==> src/design/scrt_defs.svh <==
// Offsets, field positions, reset values and timing figures of the scratch/offset bank.
// Assumes a 20 MHz core clock; included by the package and the design modules.
`ifndef SCRT_DEFS_SVH
`define SCRT_DEFS_SVH
`define SCRT_ADDR_UNLOCK 8'h04
`define SCRT_ADDR_SCR1 8'h05
`define SCRT_ADDR_SCR2 8'h06
`define SCRT_ADDR_OFFSET 8'h07
`define SCRT_UNLOCK_BIT 15
`define SCRT_BUSY_BIT 14
`define SCRT_OFFSET_RST 16'h0000
`define SCRT_WORD_RST 16'h0000
`define SCRT_TEMP_MAX 16'h7FFF
`define SCRT_TEMP_MIN 16'h8000
`define SCRT_NVM_WORDS 4
`define SCRT_SCR1_LOC 2'h0
`define SCRT_SCR2_LOC 2'h1
`define SCRT_CLK_MHZ 20
`define SCRT_PROG_TIME_US 7000
`define SCRT_LOAD_TIME_US 1500
`define SCRT_PROG_CYCLES (`SCRT_PROG_TIME_US * `SCRT_CLK_MHZ)
`define SCRT_LOAD_CYCLES (`SCRT_LOAD_TIME_US * `SCRT_CLK_MHZ)
`endif

==> src/design/scrt_pkg.sv <==
// Types shared by the scratch/offset bank and its non-volatile store.
// Assumes scrt_defs.svh is on the include path.
`include "scrt_defs.svh"
package scrt_pkg;
  typedef logic [15:0] scrt_word_t;
  typedef enum logic [1:0] {SCRT_IDLE, SCRT_LOAD, SCRT_PROG} scrt_nvm_state_t;
  typedef struct packed {
    scrt_nvm_state_t state;
    logic [17:0] cnt;
    logic [1:0] addr;
    scrt_word_t data;
    logic load_done;
  } scrt_nvm_t;
  typedef struct packed {
    logic unlock;
    scrt_word_t scr1;
    scrt_word_t scr2;
    scrt_word_t offset;
    scrt_word_t temp;
    logic temp_valid;
    scrt_word_t rdata;
    logic rd_valid;
  } scrt_core_t;
endpackage

==> src/design/scrt_nvm_if.sv <==
// Link between the register bank and its non-volatile store.
// Assumes both ends share one clock.
`timescale 1ns/1ps
`include "scrt_defs.svh"
interface scrt_nvm_if;
  logic prog_req;
  logic [1:0] prog_addr;
  logic [15:0] prog_data;
  logic busy;
  logic load_done;
  logic [`SCRT_NVM_WORDS-1:0][15:0] words;
  modport core (output prog_req, output prog_addr, output prog_data,
                input busy, input load_done, input words);
  modport nvm (input prog_req, input prog_addr, input prog_data,
               output busy, output load_done, output words);
endinterface

==> src/design/scrt_nvm.sv <==
// Non-volatile word store: power-up load timing and word programming.
// Assumes requests arrive only while busy is low.
`timescale 1ns/1ps
`include "scrt_defs.svh"
module scrt_nvm
  import scrt_pkg::*;
#(
  parameter int PROG_CYCLES = `SCRT_PROG_CYCLES,
  parameter int LOAD_CYCLES = `SCRT_LOAD_CYCLES,
  parameter logic [63:0] NVM_INIT = 64'h5A3C_96E1_0F4B_D278  // Arbitrary factory ID
) (
  input wire logic i_clk,
  input wire logic i_rst_n,
  scrt_nvm_if.nvm bus
);
  scrt_nvm_t st_reg;
  scrt_nvm_t st_next;
  // Contents survive reset; only the factory image is preset, so one process writes it
  scrt_word_t mem [`SCRT_NVM_WORDS] = '{NVM_INIT[15:0], NVM_INIT[31:16],
                                        NVM_INIT[47:32], NVM_INIT[63:48]};
  logic done;

  always_comb begin
    st_next = st_reg;
    st_next.load_done = 1'b0;
    done = 1'b0;
    case (st_reg.state)
      SCRT_IDLE: begin
        if (bus.prog_req) begin
          st_next.state = SCRT_PROG;
          st_next.addr = bus.prog_addr;
          st_next.data = bus.prog_data;
          st_next.cnt = '0;
        end
      end
      SCRT_LOAD: begin
        done = (st_reg.cnt == 18'(LOAD_CYCLES - 1));
        st_next.cnt = st_reg.cnt + 18'h1;
        if (done) begin
          st_next.state = SCRT_IDLE;
          st_next.load_done = 1'b1;
        end
      end
      SCRT_PROG: begin
        done = (st_reg.cnt == 18'(PROG_CYCLES - 1));
        st_next.cnt = st_reg.cnt + 18'h1;
        if (done) begin
          st_next.state = SCRT_IDLE;
        end
      end
      default: begin
        st_next.state = SCRT_IDLE;
      end
    endcase
  end

  always_ff @(posedge i_clk or negedge i_rst_n) begin
    if (!i_rst_n) begin
      st_reg <= '{state: SCRT_LOAD, cnt: 18'h0, addr: 2'h0, data: 16'h0000, load_done: 1'b0};
    end else begin
      st_reg <= st_next;
    end
  end

  always_ff @(posedge i_clk) begin
    if (st_reg.state == SCRT_PROG && done) begin
      mem[st_reg.addr] <= st_reg.data;
    end
  end

  for (genvar g = 0; g < `SCRT_NVM_WORDS; g++) begin : g_words
    assign bus.words[g] = mem[g];
  end
  assign bus.busy = (st_reg.state != SCRT_IDLE);
  assign bus.load_done = st_reg.load_done;

  property p_prog_store;
    @(posedge i_clk) disable iff (!i_rst_n)
      (st_reg.state == SCRT_PROG && done) |=> (mem[$past(st_reg.addr)] == $past(st_reg.data));
  endproperty
  a_prog_store: assert property (p_prog_store) else $error("Programmed word not stored");

  property p_load_busy;
    @(posedge i_clk) disable iff (!i_rst_n)
      st_reg.load_done |-> !bus.busy && $past(bus.busy);
  endproperty
  a_load_busy: assert property (p_load_busy) else $error("Load end without busy");
endmodule

==> src/design/scrt_bank.sv <==
// Scratch words, unlock control and temperature offset with saturating add.
// Assumes a same-clock serial-bus engine drives the register strobes.
// Notes on behaviour
// - Scratch word one at 05h, sixteen bits, read/write, backed by a stored word.
// - Locked writes change only the logic register, never the stored word.
// - Unlocked writes to a scratch word start programming its stored word.
// - Four stored words leave the factory with a unique ID; only words 0 and 1, behind the scratch words, are overwritable.
// - Scratch word two at 06h behaves exactly like scratch word one.
// - Offset register at 07h, sixteen bits, read/write, resets to 0000h.
// - Offset is added to the linearized result to give the reported temperature.
// - Offset uses 7.8125 m degC per bit, range plus or minus 256 degrees.
// - Offset has the same data format as the temperature result.
// - Out-of-range sums saturate at maximum or minimum, never wrap.
// - Unlock bit 15 selects logic-only writes (0) or programming (1).
// - Read-only busy bit 14 high during programming or power-up load.
// - Negative temperatures and offsets are two's complement.
`timescale 1ns/1ps
`include "scrt_defs.svh"
module scrt_bank
  import scrt_pkg::*;
#(
  parameter int PROG_CYCLES = `SCRT_PROG_CYCLES,
  parameter int LOAD_CYCLES = `SCRT_LOAD_CYCLES
) (
  input wire logic i_clk,
  input wire logic i_rst_n,
  input wire logic i_wr_en,
  input wire logic i_rd_en,
  input wire logic [7:0] i_addr,
  input wire logic [15:0] i_wdata,
  output logic [15:0] o_rdata,
  output logic o_rd_valid,
  input wire logic i_temp_valid,
  input wire logic [15:0] i_temp_lin,
  output logic [15:0] o_temp,
  output logic o_temp_valid,
  output logic o_nvm_busy
);
  scrt_core_t st_reg;
  scrt_core_t st_next;
  scrt_nvm_if nvm_bus ();
  logic wr_scr1;
  logic wr_scr2;
  logic signed [16:0] sum;
  logic ovf_pos;
  logic ovf_neg;

  scrt_nvm #(
    .PROG_CYCLES(PROG_CYCLES),
    .LOAD_CYCLES(LOAD_CYCLES)
  ) u_nvm (
    .i_clk(i_clk),
    .i_rst_n(i_rst_n),
    .bus(nvm_bus)
  );

  // Scratch writes while busy are dropped: a load would overwrite them, and a store still programming ignores the request
  assign wr_scr1 = i_wr_en && i_addr == `SCRT_ADDR_SCR1 && !nvm_bus.busy;
  assign wr_scr2 = i_wr_en && i_addr == `SCRT_ADDR_SCR2 && !nvm_bus.busy;

  // Two's complement sign-extended add, clamped at the code limits
  assign sum = 17'($signed(i_temp_lin)) + 17'($signed(st_reg.offset));
  assign ovf_pos = !sum[16] && sum[15];
  assign ovf_neg = sum[16] && !sum[15];

  always_comb begin
    st_next = st_reg;
    st_next.temp_valid = 1'b0;
    st_next.rd_valid = 1'b0;
    nvm_bus.prog_req = 1'b0;
    nvm_bus.prog_addr = `SCRT_SCR1_LOC;
    nvm_bus.prog_data = i_wdata;
    if (nvm_bus.load_done) begin
      st_next.scr1 = nvm_bus.words[`SCRT_SCR1_LOC];
      st_next.scr2 = nvm_bus.words[`SCRT_SCR2_LOC];
    end
    if (wr_scr1) begin
      st_next.scr1 = i_wdata;
      nvm_bus.prog_req = st_reg.unlock;
    end
    if (wr_scr2) begin
      st_next.scr2 = i_wdata;
      nvm_bus.prog_req = st_reg.unlock;
      nvm_bus.prog_addr = `SCRT_SCR2_LOC;
    end
    if (i_wr_en && i_addr == `SCRT_ADDR_UNLOCK) begin
      st_next.unlock = i_wdata[`SCRT_UNLOCK_BIT];
    end
    if (i_wr_en && i_addr == `SCRT_ADDR_OFFSET) begin
      st_next.offset = i_wdata;
    end
    if (i_temp_valid) begin
      st_next.temp_valid = 1'b1;
      if (ovf_pos) begin
        st_next.temp = `SCRT_TEMP_MAX;
      end else if (ovf_neg) begin
        st_next.temp = `SCRT_TEMP_MIN;
      end else begin
        st_next.temp = sum[15:0];
      end
    end
    if (i_rd_en) begin
      st_next.rd_valid = 1'b1;
      case (i_addr)
        `SCRT_ADDR_UNLOCK: begin
          st_next.rdata = 16'h0000;
          st_next.rdata[`SCRT_UNLOCK_BIT] = st_reg.unlock;
          st_next.rdata[`SCRT_BUSY_BIT] = nvm_bus.busy;
        end
        `SCRT_ADDR_SCR1: st_next.rdata = st_reg.scr1;
        `SCRT_ADDR_SCR2: st_next.rdata = st_reg.scr2;
        `SCRT_ADDR_OFFSET: st_next.rdata = st_reg.offset;
        default: st_next.rdata = 16'h0000;
      endcase
    end
  end

  always_ff @(posedge i_clk or negedge i_rst_n) begin
    if (!i_rst_n) begin
      st_reg <= '{unlock: 1'b0, scr1: `SCRT_WORD_RST, scr2: `SCRT_WORD_RST,
                  offset: `SCRT_OFFSET_RST, temp: 16'h0000, temp_valid: 1'b0,
                  rdata: 16'h0000, rd_valid: 1'b0};
    end else begin
      st_reg <= st_next;
    end
  end

  assign o_rdata = st_reg.rdata;
  assign o_rd_valid = st_reg.rd_valid;
  assign o_temp = st_reg.temp;
  assign o_temp_valid = st_reg.temp_valid;
  assign o_nvm_busy = nvm_bus.busy;

  property p_lock_no_prog;
    @(posedge i_clk) disable iff (!i_rst_n)
      (i_wr_en && (i_addr == `SCRT_ADDR_SCR1 || i_addr == `SCRT_ADDR_SCR2) && !st_reg.unlock)
      |-> !nvm_bus.prog_req;
  endproperty
  a_lock_no_prog: assert property (p_lock_no_prog) else $error("Locked write programmed");

  property p_unlock_prog;
    @(posedge i_clk) disable iff (!i_rst_n)
      ((wr_scr1 || wr_scr2) && st_reg.unlock)
      |-> nvm_bus.prog_req && nvm_bus.prog_data == i_wdata
      && nvm_bus.prog_addr == (wr_scr2 ? `SCRT_SCR2_LOC : `SCRT_SCR1_LOC) ##1 o_nvm_busy [*3];
  endproperty
  a_unlock_prog: assert property (p_unlock_prog) else $error("Unlocked write not programmed");

  property p_scr1_write;
    @(posedge i_clk) disable iff (!i_rst_n)
      wr_scr1 ##1 !wr_scr1 ##1 (i_rd_en && i_addr == `SCRT_ADDR_SCR1 && !nvm_bus.load_done)
      |=> o_rdata == $past(i_wdata, 3) && o_rd_valid;
  endproperty
  a_scr1_write: assert property (p_scr1_write) else $error("Scratch one readback wrong");

  property p_scr2_write;
    @(posedge i_clk) disable iff (!i_rst_n)
      wr_scr2 |=> st_reg.scr2 == $past(i_wdata);
  endproperty
  a_scr2_write: assert property (p_scr2_write) else $error("Scratch two not written");

  property p_unlock_read;
    @(posedge i_clk) disable iff (!i_rst_n)
      (i_rd_en && i_addr == `SCRT_ADDR_UNLOCK)
      |=> o_rdata[`SCRT_UNLOCK_BIT] == $past(st_reg.unlock)
      && o_rdata[`SCRT_BUSY_BIT] == $past(o_nvm_busy) && o_rdata[13:0] == 14'h0000;
  endproperty
  a_unlock_read: assert property (p_unlock_read) else $error("Unlock register read wrong");

  property p_sum;
    @(posedge i_clk) disable iff (!i_rst_n)
      (i_temp_valid && !ovf_pos && !ovf_neg)
      |=> o_temp_valid && o_temp == $past(i_temp_lin) + $past(st_reg.offset);
  endproperty
  a_sum: assert property (p_sum) else $error("Offset sum wrong");

  property p_sat;
    @(posedge i_clk) disable iff (!i_rst_n)
      i_temp_valid && !i_temp_lin[15] && !st_reg.offset[15] && sum[15]
      |=> o_temp == `SCRT_TEMP_MAX;
  endproperty
  a_sat: assert property (p_sat) else $error("Sum did not saturate");

  property p_sat_neg;
    @(posedge i_clk) disable iff (!i_rst_n)
      i_temp_valid && i_temp_lin[15] && st_reg.offset[15] && !sum[15]
      |=> o_temp == `SCRT_TEMP_MIN;
  endproperty
  a_sat_neg: assert property (p_sat_neg) else $error("Sum did not saturate low");

  property p_hold;
    @(posedge i_clk) disable iff (!i_rst_n)
      !i_temp_valid |=> $stable(o_temp) && !o_temp_valid;
  endproperty
  a_hold: assert property (p_hold) else $error("Stored result altered");

  property p_offset_write;
    @(posedge i_clk) disable iff (!i_rst_n)
      (i_wr_en && i_addr == `SCRT_ADDR_OFFSET) |=> st_reg.offset == $past(i_wdata);
  endproperty
  a_offset_write: assert property (p_offset_write) else $error("Offset not written");

  property p_unlock_write;
    @(posedge i_clk) disable iff (!i_rst_n)
      (i_wr_en && i_addr == `SCRT_ADDR_UNLOCK)
      |=> st_reg.unlock == $past(i_wdata[`SCRT_UNLOCK_BIT]);
  endproperty
  a_unlock_write: assert property (p_unlock_write) else $error("Unlock not written");

  // Locked scratch writes keep the store idle, so its word cannot change
  property p_lock_idle;
    @(posedge i_clk) disable iff (!i_rst_n)
      ((wr_scr1 || wr_scr2) && !st_reg.unlock) |=> !o_nvm_busy;
  endproperty
  a_lock_idle: assert property (p_lock_idle) else $error("Locked write started store");

  property p_rd_pulse;
    @(posedge i_clk) disable iff (!i_rst_n)
      1'b1 |=> o_rd_valid == $past(i_rd_en);
  endproperty
  a_rd_pulse: assert property (p_rd_pulse) else $error("Read valid not one cycle");
endmodule

==> config.mk <==
export PLATFORM = sky130hd
export DESIGN_NAME = scrt_bank
export DESIGN_NICKNAME = d
export VERILOG_FILES = /design/src/design/scrt_pkg.sv /design/src/design/scrt_nvm_if.sv /design/src/design/scrt_nvm.sv /design/src/design/scrt_bank.sv
export VERILOG_INCLUDE_DIRS = /design/src /design/src/design
export SDC_FILE = /design/constraint.sdc
export NUM_CORES = 1
export LEC_CHECK = 0
export BUFFER_PORTS_ARGS = -buffer_cell sky130_fd_sc_hd__buf_2
export CAP_MARGIN = 15
export CORE_ASPECT_RATIO = 1.4
export CORE_MARGIN = 3
export CORE_UTILIZATION = 52
export CTS_CLUSTER_DIAMETER = 100
export DETAILED_ROUTE_END_ITERATION = 8
export PLACE_DENSITY = 0.69
export SLEW_MARGIN = 20
export SYNTH_ARGS = -nofsm -noshare
export SYNTH_HDL_FRONTEND = slang
export SYNTH_SLANG_ARGS = --single-unit
==> constraint.sdc <==
create_clock -name i_clk -period 2.98 [get_ports i_clk]
set_input_delay 0.298 -clock i_clk [delete_from_list [all_inputs] [get_ports i_clk]]
set_output_delay 0.298 -clock i_clk [all_outputs]
set_load 0.02 [all_outputs]
Word-level counts from Yosys, hierarchy flattened
Memories as Yosys holds them, arrays and structs flattened.
Cells that the tools add are included.

storage, ports and cells
  output and inout bits = 35
  bits in registers = 122
  memories kept = 1
  input bits = 45
  memory bits (writable) = 64

memory list
  memory     depth  width  read ports  clocked after Yosys merged registers in  write ports  line            RTL
  u_nvm.mem  4      16     2           0                                        1            scrt_nvm.sv:19  scrt_word_t mem [`SCRT_NVM_WORDS] = '{NVM_INIT[15:0], NVM_INIT[31:16],

cells by class
  add/sub/neg operators = 2
  equal/unequal tests = 11
  reduce and logical (&&, ||, !) cells = 21
  muxes and demuxes = 21

operators with widths
  cell                     number
  $mux W16                 4
  $pmux W16 S4             1
  $mux W38                 1
  $pmux W18 S2             1
  $eq A8 B3 Y1 const B     4
  $mux W32                 1
  $add A18 B1 Y18 const B  1
  $eq A18 B15 Y1 const B   1
  $eq A18 B18 Y1 const B   1
  $add A16 B16 Y17         1
  $logic_and A1 B1 Y1      9
  $mux W1                  9
  $reduce_bool A2 Y1       4
  $pmux W2 S3              1
  $mux W2                  2
  $ne A2 B1 Y1 const B     2
  $reduce_and A2 Y1        2
  $logic_not A1 Y1         3
  $reduce_and A3 Y1        1
  $eq A2 B1 Y1 const B     1
  $eq A2 B2 Y1 const B     1
  $logic_not A2 Y1         1
  $ne A2 B2 Y1 const B     1
  $pmux W1 S2              1
  $reduce_or A2 Y1         1

Longest topological paths before layout
Gate-level depths: netlist (run 1).

  depth after elaboration = 7
  mapped depth = 11

Cells and area by module
From an unflattened synthesis (run 1), not the netlist that was laid out.

unflattened totals
  cells, all modules = 724
  area total of the unflattened synthesis = 8797.2 µm²

modules (own cells, without submodules)
  module     seq. area each (µm²)  area each (µm²)  times used  cells an instance
  scrt_bank  2077.0                5034.8           1           496
  scrt_nvm   2899.0                3762.4           1           228

Worst setup path after synthesis (run 1)
OpenSTA, ideal clock, no wires.

  path kind = register -> register
  start = reg st_reg[34] (netlist bit)
  end = reg st_reg, in the netlist o_temp[10]
  cell stages (with the launch flop) = 12
  setup slack = 0.469 ns
  arrival = 2.430 ns
  path buffers = 1
  cells stage by stage = dfrtp_1 ha_1 inv_1 fa_1 nand2b_1 a21o_1 a2111oi_4 o2111ai_1 a22oi_4 buf_2 a21oi_1 o22ai_2

on the way
  word-level cells in the longest chain between the ends = 5
  elaborated cells on any way between the ends = 7
  those cells by class = add/sub (1); mux (2); reduce/logical (4)

RTL lines
  what                    line              RTL
  start, declared         scrt_bank.sv:39   scrt_core_t st_reg;
  start signal, assigned  scrt_bank.sv:120  st_reg <= '{unlock: 1'b0, scr1: `SCRT_WORD_RST, scr2: `SCRT_WORD_RST,
  start signal, assigned  scrt_bank.sv:124  st_reg <= st_next;
  $add A16 B16 Y17 *      scrt_bank.sv:62   assign sum = 17'($signed(i_temp_lin)) + 17'($signed(st_reg.offset));
  $logic_not A1 Y1        scrt_bank.sv:64   assign ovf_neg = sum[16] && !sum[15];
  $logic_and A1 B1 Y1     scrt_bank.sv:64
  $mux W16                scrt_bank.sv:96   end else if (ovf_neg) begin
  $mux W16 *              scrt_bank.sv:94   if (ovf_pos) begin

Every way passes the cells marked *; elsewhere a longest branch is shown, timed or not.
A chain may end at the register's enable or synchronous reset.

Worst setup path after layout (run 1)
  start = reg st_reg[34] (netlist bit)
  end = reg st_reg, in the netlist o_temp[1]

The elaborated chain is that of the path after synthesis.

==> summary.txt, run 1 <==
Flow run
  – Max-cap violations: 0

Yosys
  – Post-Synth Adder-Cell Area: 3.48%
  – Largest family of logic cells by synthesized area: compound AO/OA/AOI/OAI gates
  – Compound-gate portion of the synthesized area: 12.9%
  – Mapped Area: 7760 um2
  – Simple-Gate Fraction of Synth Area: 10.3%
  – Seq cells post-synth: 153
  – Asr flop ratio synth: 79.1%
  – Syn Nets: 753
  – Register area share after synthesis: 51.4%
  – Post-synth EDFFs: 32
  – Synth Area in XOR/XNOR: 2.71%
  – Top_reg_cell synth: dfrtp_1
  – Mean Syn Cell Area: 11.3 um2
  – Mux share of post-synthesis cell area: 12.1%
  – Unique masters post-synth: 68
  – Cells after Synth: 687
  – Yosys warns: 0

Power and ir drop
  – Pleak: 3.66 nW
  – Pwr Density: 558 nW/um2
  – Sw Pwr: 1.14 mW
  – Clk pwr share: 45.0%
  – Flop pwr share: 44.9%
  – Maximum VDD drop: 0.337 mV
  – Internal power: 3.76 mW
  – Switching share of total power: 23.3%
  – Comb pwr share: 10.1%

Placement
  – Placed Area: 8160 um2
  – Dpl ws: 0.151 ns
  – GPL Wtd Cong: 0.920
  – HPWL Detailed: 12,800 um
  – PortBufs: 79

Finish
  – Final #Nets: 806
  – Fin area: 8790 um2
  – Layout filler cell count: 1,208
  – Max reg flops: 49
  – Post-layout util: 60.3%
  – Area Overhead vs Synth: 13.1%
  – Diode count: 0
  – Layout cells sized above 1: 27.1%

Clocking
  – TritonCTS sink count: 153
  – TritonCTS Buffers: 17
  – CTS tree: built
  – Clock slew at reported path FFs: 0.06 ns
  – H-Tree Depth: 4
  – Clk Latency, worst-skew pair: 0.41 ns
  – Cts repair resizes: 0
  – Root buf cell: clkbuf_16
  – Longest Clk Path Bufs: 2

Global routing
  – Initial antenna violation count: 1
  – Global-route wire length before repair: 28,600 um
  – Pin count of the biggest net entering global routing: 49
  – Vias in the first global route: 5,586
  – Grt total ovfl: 0
  – Tot GR Track Use: 22.9%

Route
  – Iter 0 DRT Violations: 353
  – Initial DRT Pass Iterations: 4
  – DRC errors left: 0
  – Routed vias/inst: 5.83
  – Drt wl/cell: 19.3 um
  – Wirelength, routed: 18,200 um
  – Detail Route Antenna Nets: 0
  – Total number of vias: 5,487

Die
  – Core area: 14,600 um2
  – Initial Util: 53.3%
  – Die width: 109 um
  – Die height: 151 um
  – Die ar.: 16,500 um2
  – IO Pins: 80
  – Row Count: 52

Status
  – Status: complete, no violations

Timing
  – Final Max Tran Viols: 0
  – Worst Tran Pin Value: 0.750 ns
  – Fin crit period: 2.70 ns
  – Final setup TNS: 0 ns
  – Max_slew headroom: 49.9%
  – Fmax achieved: 371 MHz
  – Worst Clk Skew: 0.00798 ns
  – Tcrit/Tclk final: 90.5%
  – Hold Violations, Final: 0
  – Final setup vio count: 0
  – RSZ-0062 raised after global routing: no
  – Worst setup margin: 0.282 ns

Worst hold path
  – Worst hold path type: input port to flop

Critical path
  – Crit path required time: 3.31 ns
  – CP peak stage delay: 0.39 ns
  – CP cell instances: ha_1 > inv_1 > fa_1 > nand2b_1 > a21o_1 > a2111oi_4 > o2111ai_1 > a22oi_4 > buf_4 > a21boi_0 > o22ai_1
  – Critical path data arrival time: 3.03 ns
  – Crit-path slowest cell: fa_1
  – CP Max Fanout: 9
  – Crit path launch type: flop
  – Kind of end point of the critical path: flop
  – Crit path kind: flop to flop
-- area by class of cell --
cell class / instances / area (um2) / share of cell area [%]
inverter: 44 / 165 / 1.88
sequential: 153 / 3990 / 45.4
multi-input combinational: 427 / 3230 / 36.8
tap: 189 / 236 / 2.69
clock buffer: 25 / 527 / 6.00
clock inverter: 6 / 85.1 / 0.968
timing repair buffer: 97 / 548 / 6.24
-- path summary, 6_finish.rpt --
check	start	end	slack, ns	cells past startpoint
hold reg to reg	u_nvm.st_reg[7]$_DFFE_PN0P_	u_nvm.mem[0][6]$_DFFE_PP_	0.47	0
setup / recovery	st_reg[34]$_DFFE_PN0P_	o_temp[1]$_DFFE_PN0P_	0.28	11
hold / removal	i_wdata[9]	st_reg[75]$_DFFE_PN0P_	0.13	3
setup reg to reg	st_reg[34]$_DFFE_PN0P_	o_temp[1]$_DFFE_PN0P_	0.28	11
min in group asynchronous	i_rst_n	o_rd_valid$_DFF_PN0_	0.28	2
max in group asynchronous	i_rst_n	st_reg[50]$_DFFE_PN0P_	2.01	3
-- metrics by stage --
stage | cells | total power [mW] | hold WS (ns)
2_1_floorplan | 687 | 2.59 | 0.00241
3_3_place_gp | 908 | 2.72 | 0.173
3_5_place_dp | 908 | 2.73 | 0.178
4_1_cts | 940 | 4.93 | 0.124
5_1_grt | 941 | 5.07 | 0.126
6_report | 941 | 4.90 | 0.130
-- layer usage --
metal / track usage [%] / vias to the layer above / wire length [um]
li1: - / 2531 / -
met1: 25.5 / 2751 / 7050
met2: 42.0 / 168 / 9820
met3: 4.46 / 35 / 798
met4: 9.73 / 2 / 485
met5: 0 / - / 13
-- Yosys cell counts, types with 2 or more instances --
library cell	number	share of area, %
o22ai_1	20	1.6
clkbuf_1	23	1.1
dfrtp_1	120	39
a22oi_1	14	1.4
edfxtp_1	32	12
o211ai_1	2	0.19
nor4b_1	2	0.23
xor2_1	9	1.0
buf_4	32	3.1
ha_1	20	3.2
a22o_1	4	0.45
nand3_1	16	1.0
xnor2_1	15	1.7
nand4_1	5	0.40
nor2b_1	4	0.32
o21ai_0	42	2.7
mux2_2	47	6.8
nor4_1	6	0.48
buf_6	3	0.44
and2_1	5	0.40
and3_1	2	0.16
nand2_2	2	0.16
nor2_1	24	1.2
buf_2	4	0.26
mux2i_1	35	4.5
nand2_1	58	2.8
mux4_2	2	0.58
a21o_1	5	0.48
inv_1	44	2.1
nand2b_1	10	0.81
nand4b_1	2	0.23
nor3_1	6	0.39
a21oi_1	28	1.8
o22ai_2	10	1.6
-- worst max-delay path, delay by kind of cell (launching register included) --
family,cells,cell delay (ns)
compound gates,6,1.21
fa+ha+maj,2,0.60
buf+inv,2,0.27
flops,1,0.37
simple gates,1,0.18
-- power groups by stage --
stage                     sequential, mW  combinational (mW)  clock, mW
after floorplan                     2.23               0.360          0
after global placement              2.24               0.484          0
after CTS                           2.20               0.498       2.23
after global routing                2.20               0.541       2.32
after detailed placement            2.24               0.495          0
final                               2.20               0.495       2.21
-- kinds of logic after synthesis --
group | count (synthesis)
multiplexers | 85
adder cells (fa/ha/maj) | 21
XOR/XNOR | 24
flip-flops | 153
AO/OA/AOI/OAI | 144
buffers and inverters | 107
AND/OR/NAND/NOR | 153
-- what timing repair did --
| item | in CTS | in global routing |
|---|---|---|
| setup buffers | 0 | 1 |
| endpoints found under the setup margin | 0 | 1 |
| hold endpoints to repair | 12 | 0 |
| hold buffers | 1 | 0 |
-- cells in the final DEF, fill, tap and decap left out, types with 4 or more instances in the layout --
cell       netlist  layout
a22oi_1         14      14
nand4_1          5       5
a21o_1           5       5
a22o_1           4       4
xor2_1           9       9
edfxtp_1        32      32
nor3_1           6       4
inv_1           44      44
dfrtp_1        120     120
nor2b_1          4       4
nor4_1           6       6
a21oi_1         28      28
nor2_1          24      24
nand3_1         16      16
o21ai_0         42      42
mux2_2          47      47
buf_4           32      17
clkbuf_16        0      18
mux2i_1         35      35
o22ai_1         20      20
clkbuf_8         0       5
nand2b_1        10      10
and2_1           5       5
xnor2_1         15      15
buf_2            4      78
o22ai_2         10      10
nand2_1         58      58
ha_1            20      20
(Power assumes the default switching activity.)
==> run 2, diff against run 1 <==
--- a/config.mk
+++ b/config.mk
@@ -10,10 +10,10 @@
 export CAP_MARGIN = 15
 export CORE_ASPECT_RATIO = 1.4
 export CORE_MARGIN = 3
-export CORE_UTILIZATION = 52
+export CORE_UTILIZATION = 55
 export CTS_CLUSTER_DIAMETER = 100
 export DETAILED_ROUTE_END_ITERATION = 8
-export PLACE_DENSITY = 0.69
+export PLACE_DENSITY = 0.72
 export SLEW_MARGIN = 20
 export SYNTH_ARGS = -nofsm -noshare
 export SYNTH_HDL_FRONTEND = slang
==> summary.txt, run 2 (synthesized netlist as in run 1, its figures left out) <==
Status
  – Status: complete, no violations

Critical path
  – Crit path kind: flop to flop
  – Crit-path slowest cell: fa_1
  – End of the worst register-to-register path: o_temp[3]$_DFFE_PN0P_
  – Crit path required time: 3.31 ns
  – R2r setup slk: 0.21 ns
  – CP peak stage delay: 0.39 ns
  – Critical path data arrival time: 3.10 ns
  – RR Startpoint: st_reg[34]$_DFFE_PN0P_
  – CP cell instances: ha_1 > inv_1 > fa_1 > nand2b_1 > a21o_1 > a2111oi_4 > o2111ai_1 > a22oi_4 > o21ai_4 > o22ai_1
  – Crit path launch type: flop
  – Register-to-Register Path Depth: 10
  – Kind of end point of the critical path: flop
  – Cell family with most CP delay: compound AO/OA/AOI/OAI gates
  – CP Max Fanout: 15
  – Buf/Inv on CP: 1

Timing
  – Fin crit period: 2.77 ns
  – RSZ-0062 raised after global routing: no
  – Worst setup margin: 0.214 ns
  – Hold Violations, Final: 0
  – Fmax achieved: 362 MHz
  – Final Max Tran Viols: 0
  – Worst Clk Skew: 0.0117 ns
  – Final setup TNS: 0 ns
  – Max_slew headroom: 52.9%
  – Final setup vio count: 0
  – Tcrit/Tclk final: 92.8%
  – Worst Tran Pin Value: 0.700 ns

Finish
  – Area Overhead vs Synth: 13.5%
  – Fin area: 8810 um2
  – Layout filler cell count: 1,056
  – Final #Nets: 807
  – Diode count: 0
  – Multi-input gate area: 3230 um2
  – Max reg flops: 49
  – Layout cells sized above 1: 27.5%
  – Commonest non-fill, non-tap cells in the layout: dfrtp_1, buf_2, nand2_1, mux2_2, inv_1
  – Register area: 3990 um2
  – Commonest non-fill, non-tap cell in the layout: dfrtp_1
  – Post-layout util: 64.9%

Clocking
  – CTS tree: built
  – Post-CTS Setup Inserts: 0
  – TritonCTS sink count: 153
  – Longest Clk Path Bufs: 2
  – Clk Latency, worst-skew pair: 0.41 ns
  – TritonCTS Buffers: 17
  – Root buf cell: clkbuf_16
  – Clock slew at reported path FFs: 0.07 ns
  – H-Tree Depth: 4

Die
  – Die ar.: 15,600 um2
  – IO Pins: 80
  – Row Count: 50
  – Die width: 106 um
  – Die height: 147 um
  – Core area: 13,600 um2
  – Initial Util: 57.2%

Route
  – Initial DRT Pass Iterations: 5
  – Detail Route Antenna Nets: 0
  – Iter 0 DRT Violations: 372
  – Drt wl/cell: 18.8 um
  – DRC errors left: 0
  – Total number of vias: 5,426
  – Wirelength, routed: 17,600 um
  – Routed vias/inst: 5.80

Global routing
  – Global-route wire length before repair: 28,600 um
  – Grt total ovfl: 0
  – Pin count of the biggest net entering global routing: 58
  – Vias in the first global route: 5,593
  – Initial antenna violation count: 1
  – Tot GR Track Use: 23.4%

Power and ir drop
  – Maximum VDD drop: 0.344 mV
  – Power Total: 4.92 mW
  – Pwr Density: 559 nW/um2
  – Pleak: 3.68 nW

Flow run
  – Max-cap violations: 0

Worst hold path
  – Hold Crit Start: i_wdata[10]
  – Worst hold path type: input port to flop
  – Worst hold stages: 3
  – Hold EP: st_reg[76]$_DFFE_PN0P_

Placement
  – Dpl ws: 0.205 ns
  – Placed Area: 8180 um2
  – PortBufs: 79
  – HPWL Detailed: 12,400 um
  – GPL Wtd Cong: 0.893
==> run 2: worst min-delay path: cells and delay by family <==
| family | cells | cell delay, ns |
|---|---|---|
| compound gates | 1 | 0.06 |
| buf+inv | 1 | 0.11 |
| simple gates | 1 | 0.05 |
==> run 2: final cells by class <==
type / count / area share (%)
clock buffers: 23 / 6.03
clock inverters: 9 / 1.09
inverters: 44 / 1.87
multi-input cells: 427 / 36.7
flip-flops and latches: 153 / 45.3
well taps: 182 / 2.58
repair buffers: 98 / 6.45
==> run 2: through the flow <==
step / hold WS, ns / cells
global route: 0.142 / 936
detailed placement: 0.281 / 903
global placement: 0.267 / 903
CTS: 0.128 / 936
finish: 0.139 / 936
floorplan: 0.00241 / 687
==> run 2: report_power, final <==
part	leakage, nW	switching (mW)	total, mW	internal (mW)
Sequential	1.66	0.0265	2.20	2.17
Combinational	1.72	0.300	0.493	0.193
Clock	0.307	0.869	2.23	1.36
Total	3.68	1.20	4.92	3.73
==> run 2: how the worst max path moves through the flow <==
stage	from	to	slack (ns)	cells past startpoint
finish	st_reg[34]$_DFFE_PN0P_	o_temp[3]$_DFFE_PN0P_	0.21	10
global route	st_reg[34]$_DFFE_PN0P_	o_temp[2]$_DFFE_PN0P_	0.04	10
CTS	st_reg[34]$_DFFE_PN0P_	o_temp[3]$_DFFE_PN0P_	0.20	10
detailed placement	i_temp_lin[0]	o_temp[3]$_DFFE_PN0P_	0.20	11
global placement	i_temp_lin[0]	o_temp[2]$_DFFE_PN0P_	0.30	11
floorplan	st_reg[34]$_DFFE_PN0P_	o_temp[10]$_DFFE_PN0P_	0.47	11
==> run 2: per-layer routing <==
metal | part of all wire [%] | up-vias | GRT usage (%) | wire length, um
met3 | 5.4 | 32 | 5.26 | 947
li1 | - | 2531 | - | -
met5 | 0.074 | - | 0 | 13
met4 | 2.7 | 2 | 8.70 | 470
met2 | 52 | 189 | 40.9 | 9240
met1 | 39 | 2672 | 28.2 | 6960
==> run 2: repair_timing <==
item                      CTS  global route
resized for setup           0             0
hold buffers                1             0
hold endpoints to repair   32             0
==> run 3, diff against run 2 <==
--- a/config.mk
+++ b/config.mk
@@ -8,12 +8,13 @@
 export LEC_CHECK = 0
 export BUFFER_PORTS_ARGS = -buffer_cell sky130_fd_sc_hd__buf_2
 export CAP_MARGIN = 15
-export CORE_ASPECT_RATIO = 1.4
+export CORE_ASPECT_RATIO = 1.2
 export CORE_MARGIN = 3
-export CORE_UTILIZATION = 55
+export CORE_UTILIZATION = 30
+export CTS_BUF_LIST = sky130_fd_sc_hd__clkbuf_8
 export CTS_CLUSTER_DIAMETER = 100
 export DETAILED_ROUTE_END_ITERATION = 8
-export PLACE_DENSITY = 0.72
+export PLACE_DENSITY = 0.43
 export SLEW_MARGIN = 20
 export SYNTH_ARGS = -nofsm -noshare
 export SYNTH_HDL_FRONTEND = slang
==> summary.txt, run 3 (synthesized netlist as in run 1, its figures left out) <==
Die
  – IO Pins: 80
  – Initial Util: 31.0%
  – Die height: 182 um
  – Die ar.: 27,900 um2
  – Die width: 153 um
  – Core area: 25,100 um2
  – Row Count: 63

Finish
  – Commonest non-fill, non-tap cells in the layout: dfrtp_1, buf_2, nand2_1, mux2_2, inv_1
  – Final #Nets: 807
  – Register area: 3990 um2
  – Diode count: 0
  – Layout cells sized above 1: 27.5%
  – Multi-input gate area: 3230 um2
  – Fin area: 8790 um2
  – Max reg flops: 49
  – Commonest non-fill, non-tap cell in the layout: dfrtp_1
  – Layout filler cell count: 2,531
  – Area Overhead vs Synth: 13.3%
  – Final Non-Filler Cells: 1,079

Clocking
  – CTS tree: built
  – Longest Clk Path Bufs: 2
  – TritonCTS sink count: 153
  – Clock slew at reported path FFs: 0.08 ns
  – TritonCTS Buffers: 17
  – H-Tree Depth: 4
  – Cts repair resizes: 0
  – Root buf cell: clkbuf_8
  – Clk Latency, worst-skew pair: 0.45 ns

Power and ir drop
  – Sw Pwr: 1.13 mW
  – Pwr Density: 502 nW/um2
  – Pleak: 3.58 nW
  – Comb pwr share: 11.3%
  – Power Total: 4.42 mW
  – Switching share of total power: 25.5%
  – Maximum VDD drop: 0.273 mV
  – Clk pwr share: 38.9%
  – Internal power: 3.29 mW
  – Flop pwr share: 49.8%

Timing
  – Worst Tran Pin Value: 1.04 ns
  – Final setup TNS: 0 ns
  – Max_slew headroom: 30.7%
  – Final setup vio count: 0
  – Hold Violations, Final: 0
  – Fin crit period: 2.75 ns
  – Worst Clk Skew: 0.0148 ns
  – Final Max Tran Viols: 0
  – Tcrit/Tclk final: 92.4%
  – RSZ-0062 raised after global routing: no
  – Fmax achieved: 363 MHz

Route
  – Routed vias/inst: 4.90
  – Initial DRT Pass Iterations: 4
  – DRC errors left: 0
  – Total number of vias: 5,284
  – Detail Route Antenna Nets: 0
  – Wirelength, routed: 19,200 um
  – Drt wl/cell: 17.8 um
  – Iter 0 DRT Violations: 184

Global routing
  – Vias in the first global route: 5,579
  – Grt total ovfl: 0
  – Global-route wire length before repair: 31,100 um
  – Initial antenna violation count: 0
  – Tot GR Track Use: 14.2%
  – Pin count of the biggest net entering global routing: 50

Placement
  – GPL Wtd Cong: 0.827
  – HPWL Detailed: 13,600 um
  – Dpl cells: 1,044
  – Placed Area: 8340 um2
  – PortBufs: 79

Critical path
  – CP Max Fanout: 9
  – Crit path required time: 3.35 ns
  – Crit path launch type: flop
  – Critical path data arrival time: 3.12 ns
  – Crit path kind: flop to flop
  – Kind of end point of the critical path: flop

Status
  – Status: complete, no violations

Flow run
  – Max-cap violations: 0

Worst hold path
  – Worst hold path type: input port to flop
-- run 3: routing by layer --
| metal | track usage, % | routed length, um | vias to the layer above |
|---|---|---|---|
| met3 | 2.63 | 580 | 22 |
| li1 | - | - | 2523 |
| met2 | 24.9 | 9730 | 94 |
| met1 | 17.6 | 8570 | 2645 |
| met4 | 4.81 | 357 | 0 |
| met5 | 0 | 0 | - |
-- run 3: cell type report --
| cell class | instances | area share, % |
|---|---|---|
| Tap cell | 325 | 4.62 |
| Multi-Input combinational cell | 427 | 36.8 |
| Clock buffer | 18 | 2.82 |
| Sequential cell | 153 | 45.4 |
| Inverter | 44 | 1.88 |
| Clock inverter | 14 | 2.06 |
| Timing Repair Buffer | 98 | 6.46 |
-- run 3: final timing paths --
path	from	endpoint	slack (ns)	cells past startpoint
min reg2reg	u_nvm.st_reg[3]$_DFFE_PN0P_	u_nvm.mem[1][2]$_DFFE_PP_	0.46	0
max reg2reg	st_reg[34]$_DFFE_PN0P_	o_temp[14]$_DFFE_PN0P_	0.23	11
max in group asynchronous	i_rst_n	u_nvm.st_reg[37]$_DFFE_PN1P_	1.90	3
max	st_reg[34]$_DFFE_PN0P_	o_temp[14]$_DFFE_PN0P_	0.23	11
min in group asynchronous	i_rst_n	st_reg[44]$_DFFE_PN0P_	0.33	2
min	i_wdata[4]	st_reg[54]$_DFFE_PN0P_	0.10	3
-- run 3: metrics by stage --
stage	hold slack (ns)	setup WS, ns	utilization, %
after detailed placement	0.267	0.170	33.3
after CTS	0.0657	0.150	35.0
after global routing	0.0876	0.0140	35.1
after global placement	0.261	0.215	33.3
after floorplan	0.00241	0.469	-
final	0.104	0.226	35.1
-- run 3: power by group through the flow --
stage	clock network, mW	registers [mW]	logic [mW]
CTS	1.78	2.20	0.506
finish	1.72	2.20	0.500
global placement	0	2.24	0.497
global route	1.86	2.20	0.551
detailed placement	0	2.24	0.503
floorplan	0	2.23	0.360
-- run 3: critical path, stage by stage (launching register included) --
cell and delay (ns):
dfrtp_1 0.38, ha_1 0.21, inv_1 0.07, fa_1 0.40
nand2b_1 0.18, a21o_1 0.23, a2111oi_4 0.32, o2111ai_1 0.19
a22oi_4 0.28, buf_4 0.21, a21oi_1 0.08, o22ai_2 0.13
-- run 3: timing repair --
action | 4_1_cts | 5_1_grt
hold buffers | 1 | 0
endpoints found under the setup margin | 0 | 11
hold endpoints to repair | 25 | 0
buffers inserted | 0 | 2
